[config.mk]
export PLATFORM = sky130hd
export DESIGN_NAME = csgoc_ctrl
export DESIGN_NICKNAME = d
export VERILOG_FILES = /design/src/csgoc_ctrl.v /design/src/csgoc_edge.v /design/src/csgoc_flag.v
export VERILOG_INCLUDE_DIRS = /design/src
export SDC_FILE = /design/constraint.sdc
export NUM_CORES = 1
export LEC_CHECK = 0
export CAP_MARGIN = 10
export CORE_ASPECT_RATIO = 0.75
export CORE_MARGIN = 2
export CORE_UTILIZATION = 30
export CTS_BUF_LIST = sky130_fd_sc_hd__clkbuf_8
export DETAILED_ROUTE_END_ITERATION = 16
export DONT_BUFFER_PORTS = 1
export PLACE_DENSITY = 0.45
export SYNTH_ARGS = -nofsm -noshare
export SYNTH_HDL_FRONTEND = slang
export SYNTH_HIERARCHICAL = 1
export SYNTH_SLANG_ARGS = --single-unit
export TNS_END_PERCENT = 5
[constraint.sdc]
create_clock -name ref_clk -period 3.6 [get_ports ref_clk]
set_input_delay 0.54 -clock ref_clk [delete_from_list [all_inputs] [get_ports ref_clk]]
set_output_delay 0.54 -clock ref_clk [all_outputs]
set_load 0.01 [all_outputs]
[src/csgoc_regs.vh]
// constants for the shutdown/gating and output steering control block
// assumes a 32-bit apb slave with byte addresses, registers one word each
//
// What this block does
// - auto restart clears shutdown flag next period
// - gate mode delays shutdown to period boundary
// - software shutdown bit forces gate event
// - eight per-source shutdown enables
// - fixed mapping of eight shutdown sources
// - pin enable sync defers enable changes
// - pin enables hand pins to module
// - pins b to f only multi-output
// - mode 10 falling edge disables capture
// - mode 01 rising edge enables capture
// - mode 00 level gating, 11 reserved
// - aux select 11 capture/compare events
// - aux 10 mode signal, 01 rollover, 00 off
// - capture source select pin/comparators/logic cells
// - unimplemented bits ignore writes, read zero
// - shutdown flag is only reported; pin enables are not forced
// - capture disable flag blocks capture events at capture_gated; aux select 11 still passes them
`ifndef CSGOC_REGS_VH
`define CSGOC_REGS_VH
`define CSGOC_OFF_SDGC 12'h000
`define CSGOC_OFF_OSCC 12'h004
`define CSGOC_OFF_STAT 12'h008
`define CSGOC_SDGC_MASK 16'hD0FF
`define CSGOC_OSCC_MASK_MULTI 16'hBFDF
`define CSGOC_OSCC_MASK_SINGLE 16'h81DF
`define CSGOC_BIT_RESTART 15
`define CSGOC_BIT_GATEMODE 14
`define CSGOC_BIT_SWSD 12
`define CSGOC_BIT_PINSYNC 15
`define CSGOC_BIT_SDFLAG 4
`define CSGOC_BIT_CAPDIS 2
`define CSGOC_BIT_ARM 10
`define CSGOC_GATE_LEVEL 2'h0
`define CSGOC_GATE_RISE 2'h1
`define CSGOC_GATE_FALL 2'h2
`define CSGOC_AUX_OFF 2'h0
`define CSGOC_AUX_ROLL 2'h1
`define CSGOC_AUX_MODE 2'h2
`define CSGOC_AUX_EVT 2'h3
`endif

[src/csgoc_ctrl.v]
// shutdown/gating, output steering and capture gate control words
// assumes time base, capture and compare logic outside give
// rollover and event pulses; apb master per amba apb3
// inputs are taken as synchronous to ref_clk
// a single-output build keeps only pin a; others read zero
// status flag bits: write 0 clears, write 1 leaves as is; arm bit 10 arms on write 1
//
// The APB register port and the placing of the registers were decided locally.
`timescale 1ns/1ps
`include "csgoc_regs.vh"
module csgoc_ctrl #(
  parameter MULTI_OUT = 1
) (
  ref_clk,
  reset,
  // apb slave side
  psel,
  penable,
  pwrite,
  paddr,
  pwdata,
  prdata,
  pready,
  pslverr,
  // shutdown and gating source levels
  comparator_1,
  comparator_2,
  comparator_3,
  fault_input_a,
  fault_input_b,
  fault_input_c,
  fault_input_d,
  logic_cell_1,
  logic_cell_2,
  logic_cell_3,
  logic_cell_4,
  // capture pin and own capture input
  capture_pin,
  own_capture,
  // time base and event pulses
  timebase_roll,
  capture_event,
  compare_event,
  // operating mode levels
  mode_signal,
  timer_mode,
  // status flags and steering outputs
  shutdown_active_flag,
  capture_disable_flag,
  pin_drive_enables,
  capture_source,
  capture_gated,
  aux_out
);
  input wire ref_clk;
  input wire reset;
  // apb slave side
  input wire psel;
  input wire penable;
  input wire pwrite;
  input wire [11:0] paddr;
  input wire [31:0] pwdata;
  output reg [31:0] prdata;
  output reg pready;
  output reg pslverr;
  // shutdown and gating source levels
  input wire comparator_1;
  input wire comparator_2;
  input wire comparator_3;
  input wire fault_input_a;
  input wire fault_input_b;
  input wire fault_input_c;
  input wire fault_input_d;
  input wire logic_cell_1;
  input wire logic_cell_2;
  input wire logic_cell_3;
  input wire logic_cell_4;
  // capture pin and own capture input
  input wire capture_pin;
  input wire own_capture;
  // time base and event pulses
  input wire timebase_roll;
  input wire capture_event;
  input wire compare_event;
  // operating mode levels
  input wire mode_signal;
  input wire timer_mode;
  // status flags and steering outputs
  output wire shutdown_active_flag;
  output wire capture_disable_flag;
  output reg [5:0] pin_drive_enables;
  output reg capture_source;
  output reg capture_gated;
  output reg aux_out;

  // implemented bits depend on instance kind
  localparam [15:0] OSCC_MASK = MULTI_OUT ? `CSGOC_OSCC_MASK_MULTI :
                                            `CSGOC_OSCC_MASK_SINGLE;
  // shutdown/gating control word
  reg [15:0] sdgc_r;
  // output steering/capture control word
  reg [15:0] oscc_r;
  // one-shot gate armed
  reg armed_r;
  // shutdown request seen waiting for boundary
  reg pend_r;
  // access phase decode
  // pready is folded in, though it only drops in reset
  wire acc = psel & penable & pready;
  wire wr = acc & pwrite;
  wire wr_sdgc = wr & (paddr == `CSGOC_OFF_SDGC);
  wire wr_oscc = wr & (paddr == `CSGOC_OFF_OSCC);
  wire wr_stat = wr & (paddr == `CSGOC_OFF_STAT);
  // status word holds the two flags and the arm bit
  wire mapped = (paddr == `CSGOC_OFF_SDGC) | (paddr == `CSGOC_OFF_OSCC) |
                (paddr == `CSGOC_OFF_STAT);

  // source mapping
  // bit order follows the source enable field
  wire [7:0] sources = {fault_input_b, fault_input_a, logic_cell_1, own_capture,
                        fault_input_d, fault_input_c, comparator_2, comparator_1};
  // enabled sources ORed with software bit
  wire sd_req = (|(sources & sdgc_r[7:0])) | sdgc_r[`CSGOC_BIT_SWSD];
  // gate mode waits for rollover
  // in gate mode the flag sets only on a rollover pulse
  wire sd_now = sdgc_r[`CSGOC_BIT_GATEMODE] ? ((sd_req | pend_r) & timebase_roll) :
                sd_req;
  // auto clear at period start once request gone
  // a request still present at the boundary keeps the flag set
  wire sd_autoclr = sdgc_r[`CSGOC_BIT_RESTART] & timebase_roll & ~sd_req;
  // software clears whether restart is on or off (write 0 to flag)
  // writing 1 to the status bit leaves it alone
  wire sd_swclr = wr_stat & ~pwdata[`CSGOC_BIT_SDFLAG];

  // apb slave, one wait-free cycle, pready always high after reset
  // no wait states: the slave never stalls the bus
  always @(posedge ref_clk or posedge reset) begin
    if (reset) begin
      pready <= 1'b0;
    end else begin
      pready <= 1'b1;
    end
  end

  always @(posedge ref_clk or posedge reset) begin
    if (reset) begin
      sdgc_r <= 16'h0000;
      oscc_r <= 16'h0000;
    end else begin
      // mask unimplemented bits
      // reserved bits never store, so they read back zero
      if (wr_sdgc) begin
        sdgc_r <= pwdata[15:0] & `CSGOC_SDGC_MASK;
      end
      if (wr_oscc) begin
        oscc_r <= pwdata[15:0] & OSCC_MASK;
      end
    end
  end

  // read mux and error answer
  // prdata loads in setup so it stands for the whole access
  // an unmapped address answers with an error and zero data
  always @(posedge ref_clk or posedge reset) begin
    if (reset) begin
      prdata <= 32'h00000000;
      pslverr <= 1'b0;
    end else begin
      pslverr <= psel & ~penable & ~mapped;
      if (psel & ~penable) begin
        case (paddr)
          `CSGOC_OFF_SDGC: prdata <= {16'h0000, sdgc_r};
          `CSGOC_OFF_OSCC: prdata <= {16'h0000, oscc_r};
          // arm bit reads zero
          `CSGOC_OFF_STAT: prdata <= {27'h0000000, shutdown_active_flag, 1'b0,
                                      capture_disable_flag, 2'h0};
          default: prdata <= 32'h00000000;
        endcase
      end
    end
  end

  // pending shutdown awaiting boundary
  // a request that comes and goes before the boundary still counts
  // leaving gate mode drops any pending request
  always @(posedge ref_clk or posedge reset) begin
    if (reset) begin
      pend_r <= 1'b0;
    end else if (sd_now | ~sdgc_r[`CSGOC_BIT_GATEMODE]) begin
      pend_r <= 1'b0;
    end else if (sd_req) begin
      pend_r <= 1'b1;
    end
  end

  // shutdown flag, set beats clear
  // software clear and auto clear both lose to a new event
  csgoc_flag u_sdflag (
    .ref_clk(ref_clk),
    .reset(reset),
    .set_in(sd_now),
    .hw_clr(sd_autoclr),
    .sw_clr(sd_swclr),
    .flag(shutdown_active_flag)
  );

  // capture source select
  // plain mux; capture_source adds the one flop
  reg src_sel;
  always @* begin
    case (oscc_r[2:0])
      3'h0: src_sel = capture_pin;
      3'h1: src_sel = comparator_1;
      3'h2: src_sel = comparator_2;
      3'h3: src_sel = comparator_3;
      3'h4: src_sel = logic_cell_1;
      3'h5: src_sel = logic_cell_2;
      3'h6: src_sel = logic_cell_3;
      default: src_sel = logic_cell_4;
    endcase
  end

  // gating source is the combined shutdown/gate request
  // the detector starts low, like the idle request after reset
  wire g_rise;
  wire g_fall;
  csgoc_edge u_gedge (
    .ref_clk(ref_clk),
    .reset(reset),
    .level_in(sd_req),
    .rise(g_rise),
    .fall(g_fall)
  );

  // capture gating one-shot events
  wire [1:0] gmode = oscc_r[7:6];
  // arm write from software
  // arm is write-only; the read mux returns zero for it
  wire arm_wr = wr_stat & pwdata[`CSGOC_BIT_ARM];
  wire cap_off = armed_r & (gmode == `CSGOC_GATE_FALL) & g_fall;
  wire cap_on = armed_r & (gmode == `CSGOC_GATE_RISE) & g_rise;

  // arm latch, consumed by one gate event
  // a fresh arm in the event cycle wins, so no arm is lost
  always @(posedge ref_clk or posedge reset) begin
    if (reset) begin
      armed_r <= 1'b0;
    end else if (arm_wr) begin
      armed_r <= 1'b1;
    end else if (cap_on | cap_off) begin
      armed_r <= 1'b0;
    end
  end

  // level mode follows source, 11 holds flag
  // mode 11 drives neither input, so the flag keeps its value
  // in level mode the source level outruns a software clear
  wire lvl = (gmode == `CSGOC_GATE_LEVEL);
  csgoc_flag u_capdis (
    .ref_clk(ref_clk),
    .reset(reset),
    .set_in(cap_off | (lvl & ~sd_req)),
    .hw_clr(cap_on | (lvl & sd_req)),
    .sw_clr(wr_stat & ~pwdata[`CSGOC_BIT_CAPDIS]),
    .flag(capture_disable_flag)
  );

  // pin enables, optionally deferred to rollover
  // without sync the pins follow one cycle after the write
  // a single-output build has bits 13:9 masked, so pins b to f stay 0
  always @(posedge ref_clk or posedge reset) begin
    if (reset) begin
      pin_drive_enables <= 6'h00;
    end else if (~oscc_r[`CSGOC_BIT_PINSYNC] | timebase_roll) begin
      // enable bits gated by instance mask
      pin_drive_enables <= oscc_r[13:8];
    end
  end

  // capture path and aux output
  // aux pulses come one cycle after the events themselves
  // timer mode blocks only the event select
  always @(posedge ref_clk or posedge reset) begin
    if (reset) begin
      capture_source <= 1'b0;
      capture_gated <= 1'b0;
      aux_out <= 1'b0;
    end else begin
      capture_source <= src_sel;
      capture_gated <= capture_event & ~capture_disable_flag;
      case (oscc_r[4:3])
        // event pulses, none in timer mode
        `CSGOC_AUX_EVT: aux_out <= (capture_event | compare_event) & ~timer_mode;
        `CSGOC_AUX_MODE: aux_out <= mode_signal;
        `CSGOC_AUX_ROLL: aux_out <= timebase_roll;
        default: aux_out <= 1'b0;
      endcase
    end
  end
endmodule

[src/csgoc_edge.v]
// rising/falling edge detector on one synchronous level
// assumes the input is already in the ref_clk domain
`timescale 1ns/1ps
module csgoc_edge (
  ref_clk,
  reset,
  level_in,
  rise,
  fall
);
  input wire ref_clk;
  input wire reset;
  input wire level_in;
  output wire rise;
  output wire fall;
  // previous sample
  reg last_r;
  // remember last level
  always @(posedge ref_clk or posedge reset) begin
    if (reset) begin
      last_r <= 1'b0;
    end else begin
      last_r <= level_in;
    end
  end
  assign rise = level_in & ~last_r;
  assign fall = ~level_in & last_r;
endmodule

[src/csgoc_flag.v]
// one sticky flag with hardware set, hardware clear and software clear
// assumes set and clear pulses are in the ref_clk domain
`timescale 1ns/1ps
module csgoc_flag (
  ref_clk,
  reset,
  set_in,
  hw_clr,
  sw_clr,
  flag
);
  input wire ref_clk;
  input wire reset;
  input wire set_in;
  input wire hw_clr;
  input wire sw_clr;
  output reg flag;
  // set always wins so no event is lost
  always @(posedge ref_clk or posedge reset) begin
    if (reset) begin
      flag <= 1'b0;
    end else if (set_in) begin
      flag <= 1'b1;
    end else if (hw_clr | sw_clr) begin
      flag <= 1'b0;
    end
  end
endmodule

# Word-level counts from Yosys, hierarchy flattened

Cells that the tools add are included.

Equality and inequality tests: 13
Reductions and logical operators: 8
Bitwise operators: 47
Multiplexer cells: 12

Operators with widths:

| operator                                              | count |
|---|---|
| case mux 16 bit (3 select lines)                      | 1 |
| AND 1 bit                                             | 24 |
| equality test 12 x 3 -> 1 bit (second input constant) | 1 |
| equality test 12 x 4 -> 1 bit (second input constant) | 1 |
| zero test 12 bit                                      | 1 |
| OR 1 bit                                              | 12 |
| inverter 1 bit                                        | 10 |
| equality test 3 bit (second input constant)           | 3 |
| 2-to-1 mux 1 bit                                      | 9 |
| AND 8 bit                                             | 1 |
| nonzero test 2 bit                                    | 4 |
| OR reduction 8 bit                                    | 1 |
| case mux 1 bit (7 select lines)                       | 1 |
| equality test 2 bit (second input constant)           | 3 |
| equality test 3 x 2 -> 1 bit (second input constant)  | 2 |
| equality test 2 x 1 -> 1 bit (second input constant)  | 2 |
| equality test 3 x 1 -> 1 bit (second input constant)  | 1 |
| zero test 3 bit                                       | 1 |
| case mux 1 bit (3 select lines)                       | 1 |
| zero test 2 bit                                       | 1 |

Flip-flop bits (word level): 73
Input port bits: 67
Logic and storage cells: 94

# Longest topological paths before layout

Word-level depth: 9
Gate-level depth with buffers: 9
Gate-level depth less buffers: 9

# By module

The synthesis kept the hierarchy.

Modules (own cells, without submodules):

| module     | cells each | sequential area each (sq um) | area an instance (sq um) | instances |
|---|---|---|---|---|
| csgoc_ctrl | 220        | 1,351.3                      | 2,646.3                  | 1 |
| csgoc_flag | 4          | 25.0                         | 40.0                     | 2 |
| csgoc_edge | 4          | 25.0                         | 43.8                     | 1 |

# Worst setup path after synthesis

Ideal clock, no wire load.

Path type: input port to flip-flop
Start: input paddr[7]
End: register sdgc_r[0]
Arrival time: 1.685 ns
Buffers on the path: 1
Stages: 4
Path slack: 1.790 ns
Required time: 3.475 ns
Setup time: 0.125 ns
Cell sequence: nor4_4 > and4_1 > buf_6 > mux2_2

Longest elaborated chain between the ends: 2

Ends and longest elaborated chain:

| element                | line             | RTL |
|---|---|---|
| start: declaration     | csgoc_ctrl.v:61  | `input wire [11:0] paddr;` |
| zero test 12 bit       | n/a              |  |
| AND 1 bit              | csgoc_ctrl.v:111 | `` wire wr_sdgc = wr & (paddr == `CSGOC_OFF_SDGC); `` |
| end signal: assignment | csgoc_ctrl.v:153 | `` sdgc_r <= pwdata[15:0] & `CSGOC_SDGC_MASK; `` |
| end: declaration       | csgoc_ctrl.v:100 | `reg [15:0] sdgc_r;` |

Every way passes these cells.
A chain may end at the register's enable or synchronous reset.

# Worst setup path in the final report

Start: input paddr[1]
End: register sdgc_r[15]

Same word-level chain as after synthesis.

==> flow_summary_export.csv <==
group,metric,value,unit
run_status,outcome,"complete, no violations",
power,p_clk_share,48.2,%
layout,fillCellCount,930,
placed_design,routabilityCongestion,0.735,
critical_path,rrSetupSlack,1710,ps
flow_run,maxCapViolations,0,
synthesis,synthTopCellsByArea,"dfrtp_1 51%, mux2_2 9.3%, mux2_4 5.4%, buf_4 4.6%, nand2_1 4.2%",
synthesis,synth_edf_count,0,
placed_design,portBuffers,0,
synthesis,synth_fa_ha_area_share,0,%
layout,area_growth,9.17,%
critical_path,arrival,2110,ps
power,leakagePower,0.00141,uW
sta,hold_viol,0,
critical_path,cp-end-kind,"flip-flop",
synthesis,ys_ff_latch,57,
floorplanning,dieArea,0.0100,mm2
clocking,cts-root-buf,"clkbuf_8",
clocking,h-tree-depth,3,
route,drt-initial-drc-count,118,
critical_path,required,3820,ps
critical_path,r2r-start,"pready",
critical_path,cp-endpoint,"sdgc_r[15]",
synthesis,synth_mux_area_share,20.1,%
layout,final_cell_mix,"57 x dfrtp_1, 31 x nand2_1, 23 x mux2_2",
route,wl_per_cell,18.6,um
sta,fin_crit_sh,52.6,%
layout,fin_cells,352,
layout,drive_above_1_share,23.3,%
power,power_density,445,mW/mm2
synthesis,synth_area_per_cell,11.9,um2
route,wl,6560,um
power,combPwrFrac,3.5,%
placed_design,place_ws,1350,ps
sta,fin_crit,1890,ps
floorplanning,initial_core_util,30.8,%
floorplanning,die_h,87.2,um
placed_design,post-dp-hpwl,4760,um
synthesis,synth_top_family_by_area,"multiplexers",
sta,slew_violations,0,
layout,fin_nets,303,
clocking,cts_made_buffers,9,
sta,setup_slack,1710,ps
power,p_int,1060,uW
power,p_seq_share,48.3,%
floorplanning,fp.dieW,115,um
synthesis,synth_top_area_share,51.5,%
synthesis,yosys.area.top_type,"dfrtp_1",
floorplanning,boundaryPins,112,
floorplanning,core,0.00901,mm2
floorplanning,num_rows,30,
layout,multi_input_area,0.00121,mm2
critical_path,timing.critical_path.from,"paddr[1]",
clocking,clkLatencyLatePin,340,ps
route,postRouteAntennaNets,0,
power,switching_share,21.3,%
synthesis,yosys.area_share.simple,14.0,%
synthesis,yosys.area_share.xor_xnor,0,%
clocking,cts_sinks,57,
critical_path,worstSetupStartpointType,"input port",
sta,fmaxAchievable,0.528,GHz
route,vias,1724,
global_routing,overflow,0,
global_routing,grt_max_degree,45,
synthesis,synth.yosys.seq_area_share,51.5,%
sta,max_slew.worst_pin.slew,969,ps
power,ir_drop,205,uV
clocking,cts_buffer_depth,2,
layout,final_common_cell,"dfrtp_1",
layout,n_antenna_cell,0,
clocking,cts_tree,"built",
sta,rsz0062_at_grt,"no",
synthesis,synth_flop_cell,"dfrtp_1",
critical_path,r2r-end,"sdgc_r[15]",
critical_path,worstSetupPathType,"in -> reg",
hold_path,hold_path_class,"in -> async",
synthesis,yosysUniqueCellTypes,43,
synthesis,synth_area,0.00277,mm2
global_routing,grt_pass1_vias,1756,
placed_design,dp.cells,336,
synthesis,syn_inst,232,
power,power_switching,287,uW
route,dr.pass1.iters,4,
critical_path,cp_max_fo,11,
sta,setup_violations,0,
synthesis,async_reset_ff_share,100,%
synthesis,synth_compound_area_share,7.27,%
synthesis,yosys_warnings,6,
sta,fin_skew,9.70,ps
global_routing,grt_pass1_wl,10000,um
route,post-route-drc-count,0,
sta,finalSetupTns,0,ps
layout,seqCellArea,0.00143,mm2
sta,maxSlewHeadroom,35.4,%
global_routing,antenna_found_initial,0,
critical_path,r2r_cells,3,
clocking,cts.reportedPaths.clkPinSlew,60,ps
global_routing,track_usage,14.0,%
route,via_per_inst,4.90,
## Yosys cell counts, types with 3 or more instances
library cell  instances
nand3b_1              3
nand3_1               4
mux2i_1               9
mux2_2               23
nor3_1                3
mux2_4               10
dfrtp_1              57
o21ai_0              14
inv_1                 6
nor2b_1               5
nor2_1                6
buf_4                17
clkbuf_1              3
a22oi_1               3
nand2_1              31
## layer usage
metal | GRT usage (%) | part of all wire (%) | up-vias
met5 | 0 | 0 | -
met4 | 4.27 | 1.2 | 0
met3 | 7.45 | 10 | 8
met2 | 18.8 | 41 | 69
met1 | 19.2 | 48 | 850
li1 | - | - | 797
## kinds of logic (layout without fill, tap and decap cells)
family	after synthesis	in the layout
AOI/OAI and AO/OA	31	31
buffers and inverters	30	23
DFF	57	57
muxes	45	45
other	2	17
and+or+nand+nor	67	67
## worst min path at each step
stage / start / slack [ps] / endpoint
detailed placement: reset / 270 / u_capdis/flag
CTS: pwdata[5] / 310 / sdgc_r[5]
finish: reset / 290 / sdgc_r[4]
global route: pwdata[5] / 310 / sdgc_r[5]
floorplan: reset / 270 / u_capdis/flag
global placement: reset / 270 / u_capdis/flag
## area by class of cell
| cell class | instances | area share (%) |
|---|---|---|
| Tap cell | 112 | 4.63 |
| Clock inverter | 5 | 2.40 |
| Timing Repair Buffer | 2 | 0.579 |
| Multi-Input combinational cell | 160 | 39.9 |
| Sequential cell | 57 | 47.2 |
| Clock buffer | 10 | 4.55 |
| Inverter | 6 | 0.745 |
## state kept, by name (all words and copies together), names as in the netlist, 6 cells and up
name               count
sdgc_r                11
prdata                16
oscc_r                14
pin_drive_enables      6
## repair_timing
item | in CTS | in global routing
setup buffers | 0 | 0
endpoints found under the hold margin | 3 | 0
hold buffers | 1 | 0
gates resized for setup | 0 | 0
endpoints found under the setup margin | 0 | 0
## power by group through the flow
stage | combinational (uW) | sequential (uW) | clock [uW]
finish | 47.3 | 650 | 648
global route | 54.7 | 650 | 701
CTS | 48.8 | 650 | 671
detailed placement | 47.6 | 662 | 0
global placement | 47.2 | 662 | 0
floorplan | 56.2 | 661 | 0
## critical path, cell delays in order
cell and delay [ps]:
nor4_4 430, and4_1 730, mux2_2 400
## per-stage QoR
step | utilization [%] | area (um2) | hold WS [ps] | total power, uW
detailed placement | 31.1 | 2800 | 271 | 709
global placement | 31.1 | 2800 | 270 | 709
floorplan | - | 2830 | 269 | 717
finish | 33.6 | 3020 | 293 | 1350
global route | 33.6 | 3020 | 308 | 1410
CTS | 33.6 | 3020 | 312 | 1370
Note: power is estimated with default switching activity, not from simulation.
